File: config.mk
export PLATFORM = sky130hd
export DESIGN_NAME = eehc_host
export DESIGN_NICKNAME = d
export VERILOG_FILES = /design/src/pkg/eehc_pkg.sv /design/src/rtl/eehc_buf2.sv /design/src/rtl/eehc_host.sv /design/src/rtl/eehc_tick.sv
export SDC_FILE = /design/constraint.sdc
export NUM_CORES = 1
export LEC_CHECK = 0
export ABC_AREA = 1
export BUFFER_PORTS_ARGS = -buffer_cell sky130_fd_sc_hd__buf_2
export CAP_MARGIN = 40
export CORE_ASPECT_RATIO = 1.75
export CORE_UTILIZATION = 32
export CTS_CLUSTER_DIAMETER = 60
export CTS_CLUSTER_SIZE = 16
export DETAILED_ROUTE_END_ITERATION = 10
export PLACE_DENSITY = 0.48
export SLEW_MARGIN = 20
export SYNTH_ARGS = -nofsm -noshare
export SYNTH_HDL_FRONTEND = slang
export SYNTH_SLANG_ARGS = --single-unit
File: constraint.sdc
create_clock -name core_clk -period 3.3 [get_ports core_clk]
set_input_delay 0.66 -clock core_clk [delete_from_list [all_inputs] [get_ports core_clk]]
set_output_delay 0.66 -clock core_clk [all_outputs]
set_load 0.05 [all_outputs]
File: src/pkg/eehc_pkg.sv
// Purpose: shared constants and types of the serial EEPROM host controller
// Assumes: 20 MHz core clock; serial clock made here by a divider
// Notes:   opcodes are the device instruction bytes
package eehc_pkg;

	localparam logic [7:0] OPC_READ      = 8'h03;
	localparam logic [7:0] OPC_WRITE     = 8'h02;
	localparam logic [7:0] OPC_CLR_PERMIT = 8'h04;
	localparam logic [7:0] OPC_SET_PERMIT = 8'h06;
	localparam logic [7:0] OPC_RD_STATE  = 8'h05;
	localparam logic [7:0] OPC_WR_STATE  = 8'h01;

	localparam int ARRAY_ADDR_W = 11;
	localparam int WIRE_ADDR_W  = 16;
	localparam int PAGE_BYTES   = 16;
	localparam int SCK_HALF_CYC = 2;
	localparam int CS_GAP_CYC   = 4;
	localparam logic [2:0] BIT_MSB = 3'h7;
	localparam logic [15:0] LEN_ONE = 16'h0001;

	typedef enum logic [2:0] {
		ST_IDLE  = 3'b000,
		ST_LEAD  = 3'b001,
		ST_SHIFT = 3'b010,
		ST_NEXT  = 3'b011,
		ST_TAIL  = 3'b100,
		ST_GAP   = 3'b101
	} eehc_state_e;

	typedef enum logic [1:0] {
		PH_OPC  = 2'b00,
		PH_ADRH = 2'b01,
		PH_ADRL = 2'b10,
		PH_DATA = 2'b11
	} eehc_phase_e;

endpackage

File: src/rtl/eehc_buf2.sv
// Purpose: small flop buffer with valid/ready on both sides
// Assumes: DEPTH is a power of two, default two entries
// Notes:   in_ready low when full; out_valid low when empty
`timescale 1ns/1ps
module eehc_buf2 #(
	parameter int WIDTH = 8,
	parameter int DEPTH = 2
) (
	input  wire logic             core_clk,
	input  wire logic             rst_n,
	input  wire logic             in_valid,
	output logic                  in_ready,
	input  wire logic [WIDTH-1:0] in_data,
	output logic                  out_valid,
	input  wire logic             out_ready,
	output logic [WIDTH-1:0]      out_data
);
	localparam int IW = (DEPTH > 1) ? $clog2(DEPTH) : 1;
	localparam logic [IW:0] FULL = (IW + 1)'(DEPTH);

	logic [WIDTH-1:0] mem [DEPTH];
	logic [IW-1:0]    wr_idx;
	logic [IW-1:0]    rd_idx;
	logic [IW:0]      count;
	logic [IW-1:0]    next_wr_idx;
	logic [IW-1:0]    next_rd_idx;
	logic [IW:0]      next_count;
	logic             push;
	logic             pop;

	always_comb begin
		in_ready    = (count != FULL);
		out_valid   = (count != '0);
		out_data    = mem[rd_idx];
		push        = in_valid && in_ready;
		pop         = out_valid && out_ready;
		next_wr_idx = push ? wr_idx + 1'b1 : wr_idx;
		next_rd_idx = pop ? rd_idx + 1'b1 : rd_idx;
		next_count  = count + {{IW{1'b0}}, push} - {{IW{1'b0}}, pop};
	end

	always_ff @(posedge core_clk or negedge rst_n) begin
		if (!rst_n) begin
			wr_idx <= '0;
			rd_idx <= '0;
			count  <= '0;
		end else begin
			wr_idx <= next_wr_idx;
			rd_idx <= next_rd_idx;
			count  <= next_count;
		end
	end

	always_ff @(posedge core_clk) begin
		if (push) begin
			mem[wr_idx] <= in_data;
		end
	end
endmodule

File: src/rtl/eehc_host.sv
// Purpose: host controller driving a serial EEPROM over its four pins plus pause
// Assumes: core_clk 20 MHz; miso arrives from outside and is synchronised
// Notes:   one command per frame; read bytes leave through a two-entry buffer
//
// Behaviour
// pause pin stays high unless a pause is deliberately requested
// pause asserts only while serial clock is low, else after next fall
// during pause chip select stays low and all shifting freezes
// pause releases only while serial clock is low
// device floats its output on pause fall, drives again on rise
// after pause the transfer continues from the same bit
// device captures 8-bit instruction on rising clock edges
// chip select low and pause high for a whole operation
// all bytes shifted most significant bit first
// first bit is sampled on first rising edge after select
// 03 reads array, 05 reads status
// 02 writes array, 01 writes status
// 06 sets write permission latch, 04 clears it
// read opcode then 16-bit address, top five bits ignored
// device streams addressed byte and following bytes while clocked
// read pointer increments per byte, wrapping 07FF to 0000
// sequential read ends when chip select goes high
// permission set only if select rises after enable opcode
// write is opcode, address, then bytes within one page
// bytes past page end wrap to page start
// select must rise right after D0 of a full byte
// array reads not serviced during internal write
// latch cleared when internal write finishes
// device changes output after falling edges, latches on rising
// select high keeps device output floating, standby
// started programming runs to completion regardless of select
// internal write cycle lasts at most 5 ms
// write-in-progress shown from cycle start until completion
`timescale 1ns/1ps
module eehc_host
	import eehc_pkg::*;
#(
	parameter int PAGE = PAGE_BYTES,
	parameter int HALF = SCK_HALF_CYC,
	parameter int GAP  = CS_GAP_CYC
) (
	input  wire logic        core_clk,
	input  wire logic        rst_n,
	input  wire logic        cmd_valid,
	output logic             cmd_ready,
	input  wire logic [7:0]  cmd_opcode,
	input  wire logic [15:0] cmd_addr,
	input  wire logic [15:0] cmd_len,
	input  wire logic        wr_valid,
	output logic             wr_ready,
	input  wire logic [7:0]  wr_data,
	output logic             rd_valid,
	input  wire logic        rd_ready,
	output logic [7:0]       rd_data,
	input  wire logic        pause_req,
	output logic             busy,
	output logic             paused,
	output logic             spi_cs_n,
	output logic             spi_sck,
	output logic             spi_mosi,
	input  wire logic        spi_miso,
	output logic             spi_hold_n
);
	localparam int PW = $clog2(PAGE);
	localparam logic [15:0] PAGE_W = 16'(PAGE);
	localparam logic [7:0]  GAP_W  = 8'(GAP);

	logic        rst_meta;
	logic        rst_sync_n;
	logic        miso_meta;
	logic        miso_s;
	logic        tick;
	logic        buf_in_ready;

	eehc_state_e state;
	eehc_state_e next_state;
	eehc_phase_e phase;
	eehc_phase_e next_phase;
	logic [7:0]  op;
	logic [7:0]  next_op;
	logic [15:0] addr;
	logic [15:0] next_addr;
	logic [15:0] remain;
	logic [15:0] next_remain;
	logic [7:0]  sh_tx;
	logic [7:0]  next_sh_tx;
	logic [7:0]  sh_rx;
	logic [7:0]  next_sh_rx;
	logic [2:0]  bit_cnt;
	logic [2:0]  next_bit_cnt;
	logic [7:0]  rx_byte;
	logic [7:0]  next_rx_byte;
	logic        rx_pend;
	logic        next_rx_pend;
	logic [7:0]  gap_cnt;
	logic [7:0]  next_gap_cnt;
	logic        next_sck;
	logic        next_cs_n;
	logic        next_mosi;
	logic        next_hold_n;

	logic        op_is_read;
	logic        op_has_addr;
	logic [15:0] room;
	logic [15:0] len_eff;
	logic        can_pause;
	logic [7:0]  load_byte;
	logic        load_ok;

	// reset release and miso synchroniser
	always_ff @(posedge core_clk or negedge rst_n) begin
		if (!rst_n) begin
			rst_meta   <= 1'b0;
			rst_sync_n <= 1'b0;
		end else begin
			rst_meta   <= 1'b1;
			rst_sync_n <= rst_meta;
		end
	end

	always_ff @(posedge core_clk or negedge rst_sync_n) begin
		if (!rst_sync_n) begin
			miso_meta <= 1'b0;
			miso_s    <= 1'b0;
		end else begin
			miso_meta <= spi_miso;
			miso_s    <= miso_meta;
		end
	end

	eehc_tick #(
		.DIV (HALF)
	) u_tick (
		.core_clk (core_clk),
		.rst_n    (rst_sync_n),
		.tick     (tick)
	);

	eehc_buf2 #(
		.WIDTH (8),
		.DEPTH (2)
	) u_rxbuf (
		.core_clk  (core_clk),
		.rst_n     (rst_sync_n),
		.in_valid  (rx_pend),
		.in_ready  (buf_in_ready),
		.in_data   (rx_byte),
		.out_valid (rd_valid),
		.out_ready (rd_ready),
		.out_data  (rd_data)
	);

	always_comb begin
		op_is_read  = (op == OPC_READ) || (op == OPC_RD_STATE);
		op_has_addr = (op == OPC_READ) || (op == OPC_WRITE);
		room        = PAGE_W - {{(16 - PW){1'b0}}, cmd_addr[PW-1:0]};
		if (cmd_opcode == OPC_WRITE) begin
			len_eff = (cmd_len > room) ? room : cmd_len;
		end else if (cmd_opcode == OPC_WR_STATE) begin
			len_eff = LEN_ONE;
		end else if (cmd_opcode == OPC_READ || cmd_opcode == OPC_RD_STATE) begin
			len_eff = cmd_len;
		end else begin
			len_eff = '0;
		end
		can_pause = (state == ST_SHIFT) || (state == ST_NEXT);
		case (phase)
			PH_ADRH: load_byte = addr[15:8];
			PH_ADRL: load_byte = addr[7:0];
			default: load_byte = op_is_read ? 8'h00 : wr_data;
		endcase
		load_ok   = (phase != PH_DATA) || (op_is_read ? !rx_pend : wr_valid);
		cmd_ready = (state == ST_IDLE);
		// a pause taken this cycle must not swallow the offered byte
		wr_ready  = (state == ST_NEXT) && (phase == PH_DATA) && !op_is_read
			&& spi_hold_n && !pause_req;
		busy      = (state != ST_IDLE);
		paused    = !spi_hold_n;
	end

	always_comb begin
		next_state   = state;
		next_phase   = phase;
		next_op      = op;
		next_addr    = addr;
		next_remain  = remain;
		next_sh_tx   = sh_tx;
		next_sh_rx   = sh_rx;
		next_bit_cnt = bit_cnt;
		next_rx_byte = rx_byte;
		next_rx_pend = rx_pend && !buf_in_ready;
		next_gap_cnt = gap_cnt;
		next_sck     = spi_sck;
		next_cs_n    = spi_cs_n;
		next_mosi    = spi_mosi;
		next_hold_n  = spi_hold_n;

		if (!spi_hold_n) begin
			// frozen: nothing shifts, select held low
			if (!pause_req && !spi_sck) begin
				next_hold_n = 1'b1;
			end
		end else if (pause_req && can_pause && !spi_sck) begin
			next_hold_n = 1'b0;
		end else begin
			case (state)
				ST_IDLE: begin
					if (cmd_valid) begin
						next_op      = cmd_opcode;
						next_addr    = {5'h00, cmd_addr[ARRAY_ADDR_W-1:0]};
						next_remain  = len_eff;
						next_phase   = PH_OPC;
						next_sh_tx   = cmd_opcode;
						next_mosi    = cmd_opcode[7];
						next_bit_cnt = BIT_MSB;
						next_cs_n    = 1'b0;
						next_state   = ST_LEAD;
					end
				end
				ST_LEAD: begin
					if (tick) begin
						next_state = ST_SHIFT;
					end
				end
				ST_SHIFT: begin
					if (tick && !spi_sck) begin
						next_sck = 1'b1;
					end else if (tick) begin
						// sample at end of high phase: synchroniser lags two cycles
						next_sck   = 1'b0;
						next_sh_rx = {sh_rx[6:0], miso_s};
						if (bit_cnt != 3'h0) begin
							next_bit_cnt = bit_cnt - 1'b1;
							next_sh_tx   = {sh_tx[6:0], 1'b0};
							next_mosi    = sh_tx[6];
						end else begin
							next_state = ST_NEXT;
							case (phase)
								PH_OPC: begin
									if (op_has_addr) begin
										next_phase = PH_ADRH;
									end else if (remain != '0) begin
										next_phase = PH_DATA;
									end else begin
										next_state = ST_TAIL;
									end
								end
								PH_ADRH: next_phase = PH_ADRL;
								PH_ADRL: begin
									if (remain != '0) begin
										next_phase = PH_DATA;
									end else begin
										next_state = ST_TAIL;
									end
								end
								default: begin
									if (op_is_read) begin
										next_rx_byte = {sh_rx[6:0], miso_s};
										next_rx_pend = 1'b1;
									end
									next_remain = remain - 1'b1;
									if (remain == LEN_ONE) begin
										next_state = ST_TAIL;
									end
								end
							endcase
						end
					end
				end
				ST_NEXT: begin
					// stall with clock low until the byte can move
					if (load_ok) begin
						next_sh_tx   = load_byte;
						next_mosi    = load_byte[7];
						next_bit_cnt = BIT_MSB;
						next_state   = ST_SHIFT;
					end
				end
				ST_TAIL: begin
					if (tick) begin
						next_cs_n    = 1'b1;
						next_mosi    = 1'b0;
						next_gap_cnt = GAP_W;
						next_state   = ST_GAP;
					end
				end
				ST_GAP: begin
					if (gap_cnt == '0) begin
						next_state = ST_IDLE;
					end else begin
						next_gap_cnt = gap_cnt - 1'b1;
					end
				end
				default: begin
					next_state = ST_IDLE;
					next_cs_n  = 1'b1;
					next_sck   = 1'b0;
				end
			endcase
		end
	end

	always_ff @(posedge core_clk or negedge rst_sync_n) begin
		if (!rst_sync_n) begin
			state      <= ST_IDLE;
			phase      <= PH_OPC;
			op         <= 8'h00;
			addr       <= 16'h0000;
			remain     <= 16'h0000;
			sh_tx      <= 8'h00;
			sh_rx      <= 8'h00;
			bit_cnt    <= 3'h0;
			rx_byte    <= 8'h00;
			rx_pend    <= 1'b0;
			gap_cnt    <= 8'h00;
			spi_sck    <= 1'b0;
			spi_cs_n   <= 1'b1;
			spi_mosi   <= 1'b0;
			spi_hold_n <= 1'b1;
		end else begin
			state      <= next_state;
			phase      <= next_phase;
			op         <= next_op;
			addr       <= next_addr;
			remain     <= next_remain;
			sh_tx      <= next_sh_tx;
			sh_rx      <= next_sh_rx;
			bit_cnt    <= next_bit_cnt;
			rx_byte    <= next_rx_byte;
			rx_pend    <= next_rx_pend;
			gap_cnt    <= next_gap_cnt;
			spi_sck    <= next_sck;
			spi_cs_n   <= next_cs_n;
			spi_mosi   <= next_mosi;
			spi_hold_n <= next_hold_n;
		end
	end
endmodule

File: src/rtl/eehc_tick.sv
// Purpose: one-cycle enable pulse every DIV core cycles
// Assumes: single core clock
// Notes:   paces the serial clock half periods
`timescale 1ns/1ps
module eehc_tick #(
	parameter int DIV = 2
) (
	input  wire logic core_clk,
	input  wire logic rst_n,
	output logic      tick
);
	localparam int CW = (DIV > 1) ? $clog2(DIV) : 1;
	localparam logic [CW-1:0] LAST = CW'(DIV - 1);

	logic [CW-1:0] cnt;
	logic [CW-1:0] next_cnt;
	logic          next_tick;

	always_comb begin
		next_cnt  = (cnt == LAST) ? '0 : cnt + 1'b1;
		next_tick = (cnt == LAST);
	end

	always_ff @(posedge core_clk or negedge rst_n) begin
		if (!rst_n) begin
			cnt  <= '0;
			tick <= 1'b0;
		end else begin
			cnt  <= next_cnt;
			tick <= next_tick;
		end
	end
endmodule

# Word-level counts from Yosys, hierarchy flattened

Memory sizes are Yosys's and may differ from the RTL's.
Cells that the tools add are included.

Register bits after elaboration: 88
Memory bits (writable): 16
Bits of input ports: 55
Output and inout bits: 17
Word-level logic and storage cells: 194
Memories kept: 1

Memory list:

| name        | depth | bits a word | rd ports | clocked after memory_dff | wr ports | line            | text |
|---|---|---|---|---|---|---|---|
| u_rxbuf.mem | 2     | 8           | 1        | 0                        | 1        | eehc_buf2.sv:21 | `logic [WIDTH-1:0] mem [DEPTH];` |

$add $sub $neg: 9
Magnitude comparators: 1
Equal/unequal tests: 31
Multiplexer cells: 75
Bitwise logic cells: 6
Reductions and logical operators: 47

Operators by type and width:

| kind                    | count |
|---|---|
| $mux W16                | 9 |
| $mux W3                 | 16 |
| $mux W7                 | 5 |
| $eq A8 B2 Y1 const B    | 4 |
| $pmux W16 S2            | 1 |
| $pmux W8 S2             | 2 |
| $reduce_and A8 Y1       | 4 |
| $mux W1                 | 24 |
| $mux W8                 | 3 |
| $pmux W7 S3             | 1 |
| $ne A2 B2 Y1 const B    | 9 |
| $pmux W3 S3             | 2 |
| $pmux W3 S6             | 1 |
| $eq A16 B1 Y1 const B   | 1 |
| $eq A8 B3 Y1 const B    | 2 |
| $gt A16 B16 Y1          | 1 |
| $reduce_bool A16 Y1     | 1 |
| $sub A16 B1 Y16 const B | 1 |
| $reduce_and A5 Y1       | 3 |
| $mux W2                 | 6 |
| $logic_and A1 B1 Y1     | 11 |
| $reduce_and A10 Y1      | 1 |
| $reduce_and A9 Y1       | 1 |
| $reduce_bool A3 Y1      | 3 |
| 32 further kinds        | 57 |

# Depth between registers and ports, before layout

Gate-level depths: netlist of run 1.

Word-level depth: 11
Gate-level depth with buffers: 16
Depth with buffers taken out: 16

# Cells and area by module

From an unflattened synthesis of run 1, not the netlist that was laid out.

Cell total of the unflattened synthesis: 762
Area, all modules: 5909.4 µm²

By module, submodules not included:

| module    | instances | cells an instance | area an instance (µm²) | seq. area each (µm²) |
|---|---|---|---|---|
| eehc_host | 1         | 686               | 5033.6                 | 2054.5 |
| eehc_buf2 | 1         | 73                | 822.0                  | 580.6 |
| eehc_tick | 1         | 3                 | 53.8                   | 50.0 |

# Worst setup path after synthesis of run 1

Ideal clock, no wire load.

Path type: register -> output
From: register spi_hold_n
To: output wr_ready
Arrival time: 2.614 ns
Data required time: 2.640 ns
Setup slack: 0.026 ns
Stages on the path, launching flop included: 3
Buffers on the path: 0
Cells stage by stage: dfstp_2 inv_1 nor4_1

Cells in the longest elaborated chain, start to end: 2

RTL lines:

| item                              | line             | text |
|---|---|---|
| from (decl)                       | eehc_host.sv:62  | `output logic spi_hold_n` |
| from (signal assigned)            | eehc_host.sv:335 | `spi_hold_n <= next_hold_n;` |
| $logic_and A1 B1 Y1 (2 in series) | eehc_host.sv:176 | `&& spi_hold_n && !pause_req;` |
| to (decl)                         | eehc_host.sv:50  | `output logic wr_ready,` |

Every way passes these cells.

# Final worst setup path of run 1

From: register state[1]
To: output wr_ready

Cells in the longest elaborated chain, start to end: 5

RTL lines:

| item                              | line             | text |
|---|---|---|
| from (decl)                       | eehc_host.sv:75  | `eehc_state_e state;` |
| from (signal assigned)            | eehc_host.sv:321 | `state <= next_state;` |
| $eq A3 B2 Y1                      | eehc_host.sv:175 | `wr_ready = (state == ST_NEXT) && (phase == PH_DATA) && !op_is_read` |
| $logic_and A1 B1 Y1 (2 in series) | eehc_host.sv:175 |  |
| $logic_and A1 B1 Y1 (2 in series) | eehc_host.sv:176 |  |

Every way passes these cells.

==> results of run 1 <==
[worst max-delay path: cells and delay by family (launching register included)]
| family | cells | cell delay (ns) |
|---|---|---|
| and+or+nand+nor | 4 | 0.78 |
| buffers and inverters | 3 | 0.57 |
| DFF | 1 | 0.50 |
[cell type report]
type                       count  area (um2)  area share, %
tap                          231       289.0          4.322
timing repair buffer          70       360.3          5.388
multi-input combinational    516        2686          40.17
clock inverter                 7       81.33          1.216
sequential                   104        2689          40.21
clock buffer                   9       225.2          3.368
inverter                      95       356.6          5.332
[where the power goes]
group          internal, mW  switching, mW  total (mW)  leakage, nW
Combinational         0.914           2.21        3.12         1.87
Clock                 0.542          0.549        1.09        0.150
Sequential             1.69          0.300        1.99         1.24
[sequential cells by signal (all words and copies together) (netlist names), 2 cells and up]
signal / flops
op: 8
remain: 16
phase: 2
u_rxbuf.count: 2
gap_cnt: 8
bit_cnt: 3
sh_tx: 7
addr: 11
sh_rx: 7
state: 3
rx_byte: 8
u_rxbuf.mem: 16
[metrics by stage]
step	setup WS, ns	instance area (um2)
finish	0.4272	6688
global route	0.2553	6688
CTS	0.4045	6688
detailed placement	0.5735	6381
global placement	0.6399	6381
floorplan	0.02567	5813
[cell families (layout without fill, tap and decap cells)]
| group | after synthesis | in the layout | share of synthesized area, % |
|---|---|---|---|
| flip-flops | 104 | 104 | 46.19 |
| XOR/XNOR | 13 | 13 | 1.959 |
| AND/OR/NAND/NOR | 349 | 349 | 26.82 |
| AO/OA/AOI/OAI | 133 | 133 | 13.06 |
| other | 1 | 1 | 0.06451 |
| adder cells (fa/ha/maj) | 20 | 20 | 4.305 |
| buffers and inverters | 109 | 181 | 7.598 |
[per-layer routing]
| metal | GRT usage (%) | part of all wire, % | vias to the layer above |
|---|---|---|---|
| met5 | 0 | 0 | - |
| met4 | 7.429 | 2.9 | 0 |
| met3 | 2.459 | 2.8 | 31 |
| met2 | 31.95 | 56 | 88 |
| met1 | 16.24 | 39 | 2345 |
| li1 | - | - | 2507 |
[synth_stat cells, types with 3 or more instances]
library cell / n
dfrtp_1: 86
nor2_2: 5
xnor2_1: 4
clkbuf_1: 7
o21ai_0: 59
nor2_1: 63
o21ai_1: 6
edfxtp_1: 16
a21oi_1: 34
o31ai_1: 5
ha_1: 20
nand3_1: 51
a21o_1: 3
nand4_1: 8
o211ai_1: 6
o21ai_2: 8
a31oi_1: 4
a221o_1: 3
xor2_1: 9
buf_6: 3
nand2_2: 3
nor3_1: 9
nand2_1: 194
inv_2: 9
inv_1: 84
o22ai_1: 3
[final timing paths]
| path | start | slack (ns) | end |
|---|---|---|---|
| worst max-delay path | state[1] | 0.43 | wr_ready |
| worst min-delay path | rst_n | 0.07 | rst_sync_n |
| worst max register to register | state[2] | 0.90 | addr[1] |
| worst min register to register | rst_sync_n | 0.35 | op[5] |
| max in group asynchronous | rst_sync_n | 2.16 | spi_hold_n |
| min in group core_clk | rst_meta | 0.36 | rst_sync_n |
[cells in the final DEF (no fill, tap or decap), drive strengths merged]
cell type  Yosys  routed
inv           93      96
clkinv         2       6
nand4         10      10
conb           1       1
nand3         52      52
a221o          3       3
nor2          70      70
o21ai         73      73
a31oi          4       4
dfrtp         86      86
buf            7      70
xor2           9       9
edfxtp        16      16
nor4           2       2
a21o           3       3
a22oi          2       2
ha            20      20
clkbuf         7       9
nand3b         4       4
nor3          10      10
dfstp          2       2
o211ai         6       6
o22ai          3       3
or2            2       2
xnor2          4       4
a21oi         34      34
o31ai          5       5
nand2        199     199
==> reports/metrics.csv, run 1 <==
metric,value,unit
status,"finished, final reports clean",
clk_pin_slew,0.08,ns
hold_class,primary input to asynchronous set/reset pin,
endpoint_kind,output port,
post_drt_via_cell_ratio,4.817,
cts.sinks,104,
drc,0,
r2r_cells,10,
yosys.cell_types.count,45,
die_area,18730,um2
final-setup-viol-count,0,
synthFlopType,dfrtp_1,
die_y,180.3,um
cp_data_required_time,2.64,ns
cts_buffers,9,
p_leak,3.256,nW
period_needed,2.873,ns
gp_congestion,0.8411,
netlist_area,5813,um2
antenna_cells,0,
cts_setup_buffers,0,
vias,4971,
hold_violations,0,
critPathArrivalTime,2.21,ns
port_buffers,66,
drv_slew,0,
cpMostUsedCell,inv_2,
die_w,103.9,um
synth_area_leaders,"dfrtp_1 (37%), nand2_1 (13%), edfxtp_1 (8.3%)",
synth.avg_cell_area,7.974,um2
drtIter0Drc,207,
first_global_vias,5111,
final_cells,1032,
maxSlewHeadroom,48.32,%
drive_gt1_share,15.86,%
synthToLayoutAreaGrowth,15.05,%
cp-start-kind,register,
post-route-util,37.96,%
synth_edf_count,16,
wirelength,14.50,mm
grt_max_degree,44,
hold_buffers,0,
crit_type,register to output port,
grt_pass1_wl,24.14,mm
ys_warn_count,0,
grt_usage,16.18,%
start_util,33.00,%
ctsLongestPathBuffers,2,
totalPowerFinal,6.203,mW
yosys.area.top_type,dfrtp_1,
avgRoutedWirePerCell,14.05,um
synthCells,729,
hold_ws,0.06591,ns
rows,64,
cap_viol_max_count,0,
nets,871,
drt_pass1_iterations,4,
placed_cells,1016,
cts_root_buf,clkbuf_16,
power_density,927.6,nW/um2
ys_async_sr_fraction,84.62,%
crit_fanout,10,
ys_seq_elements,104,
yosysSeqAreaShare,46.19,%
fmaxAchievable,348.1,MHz
clock_latency,0.36,ns
worst_pin_slew,0.7724,ns
slowest_delay,0.50,ns
fillers,1877,
io_pins,72,
cts-htree-levels,3,
syn-num-nets,804,
antenna_found_initial,0,
post_cts_resized,0,
critical_path.slowest_cell,dfrtp_1,
setup_tns,0,ns
core_area,17620,um2
dp_hpwl,11.27,mm
rsz0062_at_grt,false,
ant_nets,0,
grt-ovfl-total,0,
fin_crit_sh,87.05,%
yosys.area.top_type_share,37.02,%
worstPathCellList,inv_2 > nor2_4 > inv_2 > nor2_8 > nand2_1 > nor4_1 > buf_2,
clock_skew,0.01222,ns
cts_tree,built,
vdd_drop_max,0.0003397,V
(Power assumes the default switching activity.)
==> inputs of run 2 (changes only) <==
--- a/config.mk
+++ b/config.mk
@@ -8,12 +8,14 @@
 export ABC_AREA = 1
 export BUFFER_PORTS_ARGS = -buffer_cell sky130_fd_sc_hd__buf_2
 export CAP_MARGIN = 40
+export CELL_PAD_IN_SITES_DETAIL_PLACEMENT = 0
+export CELL_PAD_IN_SITES_GLOBAL_PLACEMENT = 1
 export CORE_ASPECT_RATIO = 1.75
 export CORE_UTILIZATION = 32
 export CTS_CLUSTER_DIAMETER = 60
 export CTS_CLUSTER_SIZE = 16
 export DETAILED_ROUTE_END_ITERATION = 10
-export PLACE_DENSITY = 0.48
+export PLACE_DENSITY = 0.61
 export SLEW_MARGIN = 20
 export SYNTH_ARGS = -nofsm -noshare
 export SYNTH_HDL_FRONTEND = slang
==> reports/metrics.csv, run 2 (synthesis gave the netlist of run 1 again) <==
metric,value,unit,change
status,"finished, final reports clean",,
worst_pin_slew,0.7734,ns,+0.0009775 ns
ant_nets,0,,unchanged
endpoint_kind,output port,,
avgRoutedWirePerCell,14.15,um,+0.72%
grt-ovfl-total,0,,unchanged
antenna_found_initial,0,,unchanged
p_leak,3.281,nW,+0.76%
ctsLongestPathBuffers,2,,unchanged
startpoint,state[1],,
start_util,33.00,%,unchanged
final-setup-viol-count,0,,unchanged
swShare,49.01,%,-0.23 points
stdcell_area,6743,um2,+0.82%
first_global_vias,4966,,-2.8%
grt_max_degree,55,,+25%
maxSlewHeadroom,48.09,%,-0.22 points
cts_buffers,9,,unchanged
rows,64,,unchanged
hold_class,primary input to asynchronous set/reset pin,,
nets,873,,+0.23%
r2r_cells,8,,-2
grt_pass1_wl,24.07,mm,-0.29%
port_buffers,66,,unchanged
gp_congestion,0.8468,,+0.68%
clock_power_share,18.0,%,+0.4 points
cts_root_buf,clkbuf_16,,
placed_cells,1017,,+0.098%
clock_skew,0.01096,ns,-0.001256 ns
cts.sinks,104,,unchanged
wirelength,14.63,mm,+0.91%
dp_hpwl,11.36,mm,+0.81%
cts_setup_buffers,0,,unchanged
drc,0,,unchanged
drt_pass1_iterations,4,,unchanged
setup_ws,0.4195,ns,-0.007747 ns
cap_viol_max_count,0,,unchanged
fillers,1883,,+0.32%
cts-htree-levels,3,,unchanged
net-switching-power,3.052,mW,-0.11%
final_cells,1034,,+0.19%
drive_gt1_share,16.06,%,+0.21 points
clock_latency,0.35,ns,about the same
die_w,103.9,um,unchanged
vdd_drop_max,0.0004478,V,+32%
cts_tree,built,,
final_common_cell,nand2_1,,
cp_data_required_time,2.64,ns,about the same
r2r-start,state[2],,
core_area,17620,um2,unchanged
setup_tns,0,ns,unchanged
synthToLayoutAreaGrowth,15.99,%,
hold_violations,0,,unchanged
p_seq_share,31.7,%,-0.4 points
placed_area,6389,um2,+0.12%
fin_crit_sh,87.29,%,+0.23 points
post_cts_resized,0,,unchanged
critPathArrivalTime,2.22,ns,about the same
rsz0062_at_grt,false,,
die_y,180.3,um,unchanged
drv_slew,0,,unchanged
final_cell_mix,"nand2_1 (194), dfrtp_1 (85), inv_1 (84), buf_2 (66), nor2_1 (63)",,
vias,4929,,-0.84%
biggestRegsByFlops,"remain (16), u_rxbuf.mem (16), addr (11)",,
io_pins,72,,unchanged
combPwrFrac,50.3,%,about the same
post_drt_via_cell_ratio,4.767,,-1.0%
crit_type,register to output port,,
antenna_cells,0,,unchanged
drtIter0Drc,190,,-8.2%
grt_usage,16.27,%,+0.093 points
power_density,923.4,nW/um2,-0.45%
fmaxAchievable,347.2,MHz,-0.27%
crit_fanout,10,,unchanged
dp_slack,0.6074,ns,+0.03393 ns
clk_pin_slew,0.09,ns,about the same
p_int,3.174,mW,+0.83%
period_needed,2.880,ns,+0.007747 ns
cp-start-kind,register,,
hold_buffers,0,,unchanged
die_area,18730,um2,unchanged
==> run 2: final cells by class <==
type | count | area, um2 | area share (%)
Sequential cell | 104 | 2689 | 39.88
Multi-Input combinational cell | 516 | 2686 | 39.84
Timing Repair Buffer | 72 | 395.4 | 5.864
Inverter | 95 | 356.6 | 5.289
Tap cell | 231 | 289.0 | 4.287
Clock buffer | 9 | 225.2 | 3.340
Clock inverter | 7 | 101.3 | 1.503
==> run 2: layer usage <==
metal | wire, um | track usage [%]
met1 | 5819 | 16.98
met2 | 8254 | 32.83
met3 | 378 | 2.568
met4 | 178 | 4.229
met5 | 0 | 0
==> run 2: power groups by stage <==
stage / Combinational [mW] / Sequential [mW] / Clock, mW
detailed placement: 3.16 / 2.01 / 0
floorplan: 2.40 / 2.00 / 0
CTS: 3.18 / 1.99 / 1.17
finish: 3.13 / 1.97 / 1.12
global placement: 3.13 / 2.00 / 0
global route: 3.56 / 2.02 / 1.21
==> run 2: final timing paths <==
path | slack, ns | to
worst max-delay path | 0.42 | wr_ready
worst min-delay path | 0.07 | rst_sync_n
worst max register to register | 1.01 | remain[13]
worst min register to register | 0.35 | rx_byte[7]
max in group asynchronous | 2.40 | gap_cnt[4]
min in group core_clk | 0.35 | rst_sync_n
==> run 2: critical path, stage by stage (launching register included) <==
cell	delay (ns)
dfrtp_1	0.51
inv_2	0.13
nor2_4	0.22
inv_2	0.14
nor2_8	0.18
nand2_1	0.13
nor4_1	0.24
buf_2	0.31
==> run 2: through the flow <==
step	power (mW)	hold WS [ns]	util, %
finish	6.226	0.06811	38.27
detailed placement	5.177	0.3347	36.26
floorplan	4.400	0.3312	-
CTS	6.333	0.05684	38.12
global placement	5.127	0.3380	36.26
global route	6.802	0.05293	38.27
==> inputs of run 3 (changes only) <==
==> constraint.sdc (replaced) <==
create_clock -name core_clk -period 3.3 [get_ports core_clk]
set_input_delay 0 -clock core_clk [delete_from_list [all_inputs] [get_ports core_clk]]
set_output_delay 0 -clock core_clk [all_outputs]
set_load 0.05 [all_outputs]
==> reports/metrics.csv, run 3 (synthesis gave the netlist of run 1 again) <==
metric,value,unit,change
status,"finished, final reports clean",,
core_area,17620,um2,unchanged
hold_class,primary input to register,,
die_w,103.9,um,unchanged
drtIter0Drc,221,,+16%
drt_pass1_iterations,4,,unchanged
grt_usage,16.45,%,+0.17 points
grt-ovfl-total,0,,unchanged
setup_ws,0.9944,ns,+0.5749 ns
clk_pin_slew,0.08,ns,about the same
final-setup-viol-count,0,,unchanged
start_util,33.00,%,unchanged
first_global_vias,4982,,+0.32%
fmaxAchievable,433.7,MHz,+25%
die_area,18730,um2,unchanged
rows,64,,unchanged
cts-htree-levels,3,,unchanged
worst_pin_slew,0.7554,ns,-0.01799 ns
cp_data_required_time,3.57,ns,+0.93 ns
net-switching-power,3.067,mW,+0.49%
slowest_delay,0.53,ns,+0.02 ns
critPathArrivalTime,2.58,ns,+0.36 ns
gp_congestion,0.8313,,-1.8%
port_buffers,66,,unchanged
clock_latency,0.35,ns,about the same
cts_tree,built,,
swShare,48.95,%,-0.065 points
antenna_found_initial,0,,unchanged
period_needed,2.306,ns,-0.5749 ns
fin_crit_sh,69.87,%,-17 points
drive_gt1_share,15.50,%,-0.56 points
cts_setup_buffers,0,,unchanged
die_y,180.3,um,unchanged
hold_violations,0,,unchanged
p_leak,3.402,nW,+3.7%
cts_buffers,9,,unchanged
p_seq_share,31.5,%,-0.2 points
ctsLongestPathBuffers,2,,unchanged
combPwrFrac,50.6,%,+0.3 points
clock_power_share,17.9,%,about the same
drc,0,,unchanged
grt_max_degree,55,,unchanged
power_density,891.4,nW/um2,-3.5%
setup_tns,0,ns,unchanged
post_drt_via_cell_ratio,4.748,,-0.40%
crit_type,primary input to register,,
rsz0062_at_grt,false,,
worstPathCellList,dlygate4sd3_1 > buf_2 > inv_1 > ha_1 > nand3_1 > ha_1 > inv_1 > nor3_1 > nand2_1 > nand3_1 > nand3_1 > nand2_1 > nand3_1 > a21oi_1,,
antenna_cells,0,,unchanged
vias,5047,,+2.4%
dp_hpwl,11.34,mm,-0.17%
post-route-util,39.89,%,+1.6 points
fillers,1893,,+0.53%
final_common_cell,nand2_1,,
nets,902,,+3.3%
vdd_drop_max,0.0005357,V,+20%
hold_buffers,29,,+29
final_cell_mix,"nand2_1 (194), dfrtp_1 (85), inv_1 (84), buf_2 (66), nor2_1 (63)",,
cts.sinks,104,,unchanged
grt_pass1_wl,24.32,mm,+1.0%
clock_skew,0.01223,ns,+0.001273 ns
wirelength,14.68,mm,+0.34%
totalPowerFinal,6.265,mW,+0.62%
dp_slack,1.024,ns,+0.4166 ns
drv_slew,0,,unchanged
cap_viol_max_count,0,,unchanged
synthToLayoutAreaGrowth,20.90,%,
cpMostUsedCell,nand3_1,,
biggestRegsByFlops,"remain (16), u_rxbuf.mem (16), addr (11)",,
cp-start-kind,primary input,,
ant_nets,0,,unchanged
p_int,3.198,mW,+0.75%
post_cts_resized,0,,unchanged
endpoint_kind,register,,
hold_ws,0.006992,ns,-0.06111 ns
cts_root_buf,clkbuf_16,,
io_pins,72,,unchanged
crit_fanout,7,,-3
critical_path.slowest_cell,dlygate4sd3_1,,
maxSlewHeadroom,49.30,%,+1.2 points
avgRoutedWirePerCell,13.81,um,-2.4%
-- run 3: cell types whose count changed in the layout (fill, tap and decap cells not counted) --
cell | previous run | this run
clkinv_8 | 4 | 2
inv_12 | 1 | 2
dlygate4sd3_1 | 0 | 29
inv_8 | 1 | 2
-- run 3: final timing paths --
kind | startpoint | endpoint | slack [ns] | cells after the start
worst max-delay path | cmd_addr[0] | remain[3] | 0.99 | 14
worst min-delay path | cmd_len[10] | remain[10] | 0.007 | 5
worst max register to register | bit_cnt[0] | remain[7] | 1.03 | 10
worst min register to register | rst_sync_n | rx_byte[7] | 0.13 | 0
max in group asynchronous | rst_sync_n | remain[14] | 2.39 | 2
min in group asynchronous | rst_sync_n | rx_byte[7] | 0.13 | 0
-- run 3: stage by stage --
step / std cells / instance area, um2
floorplan: 729 / 5813
global placement: 1017 / 6389
detailed placement: 1017 / 6389
CTS: 1062 / 7000
global route: 1063 / 7028
finish: 1063 / 7028
-- run 3: layout make-up --
type,count,area [um2],area share [%]
clock buffers,9,225.2,3.205
clock inverters,7,96.34,1.371
inverters,95,356.6,5.074
multi-input cells,516,2686,38.22
flip-flops and latches,104,2689,38.26
well taps,231,289.0,4.113
repair buffers,101,685.7,9.756
-- run 3: power groups by stage --
stage          Combinational, mW  Sequential [mW]  Clock (mW)
3_3_place_gp                3.12             2.00           0
5_1_grt                     3.60             2.03        1.22
3_5_place_dp                3.16             2.01           0
2_1_floorplan               2.40             2.00           0
6_report                    3.17             1.97        1.12
4_1_cts                     3.20             1.99        1.17
-- run 3: critical path, delay by kind of cell --
kind	cells	cell delay [ns]
simple gates	7	1.12
compound gates	1	0.16
buf+inv	4	0.81
fa+ha+maj	2	0.51
-- run 3: per-layer routing --
metal | vias to the layer above | wire (um) | GRT usage, %
met5 | - | 0 | 0
met4 | 0 | 344 | 5.714
met3 | 16 | 337 | 2.387
met2 | 86 | 8068 | 31.84
met1 | 2370 | 5928 | 17.86
li1 | 2575 | - | -
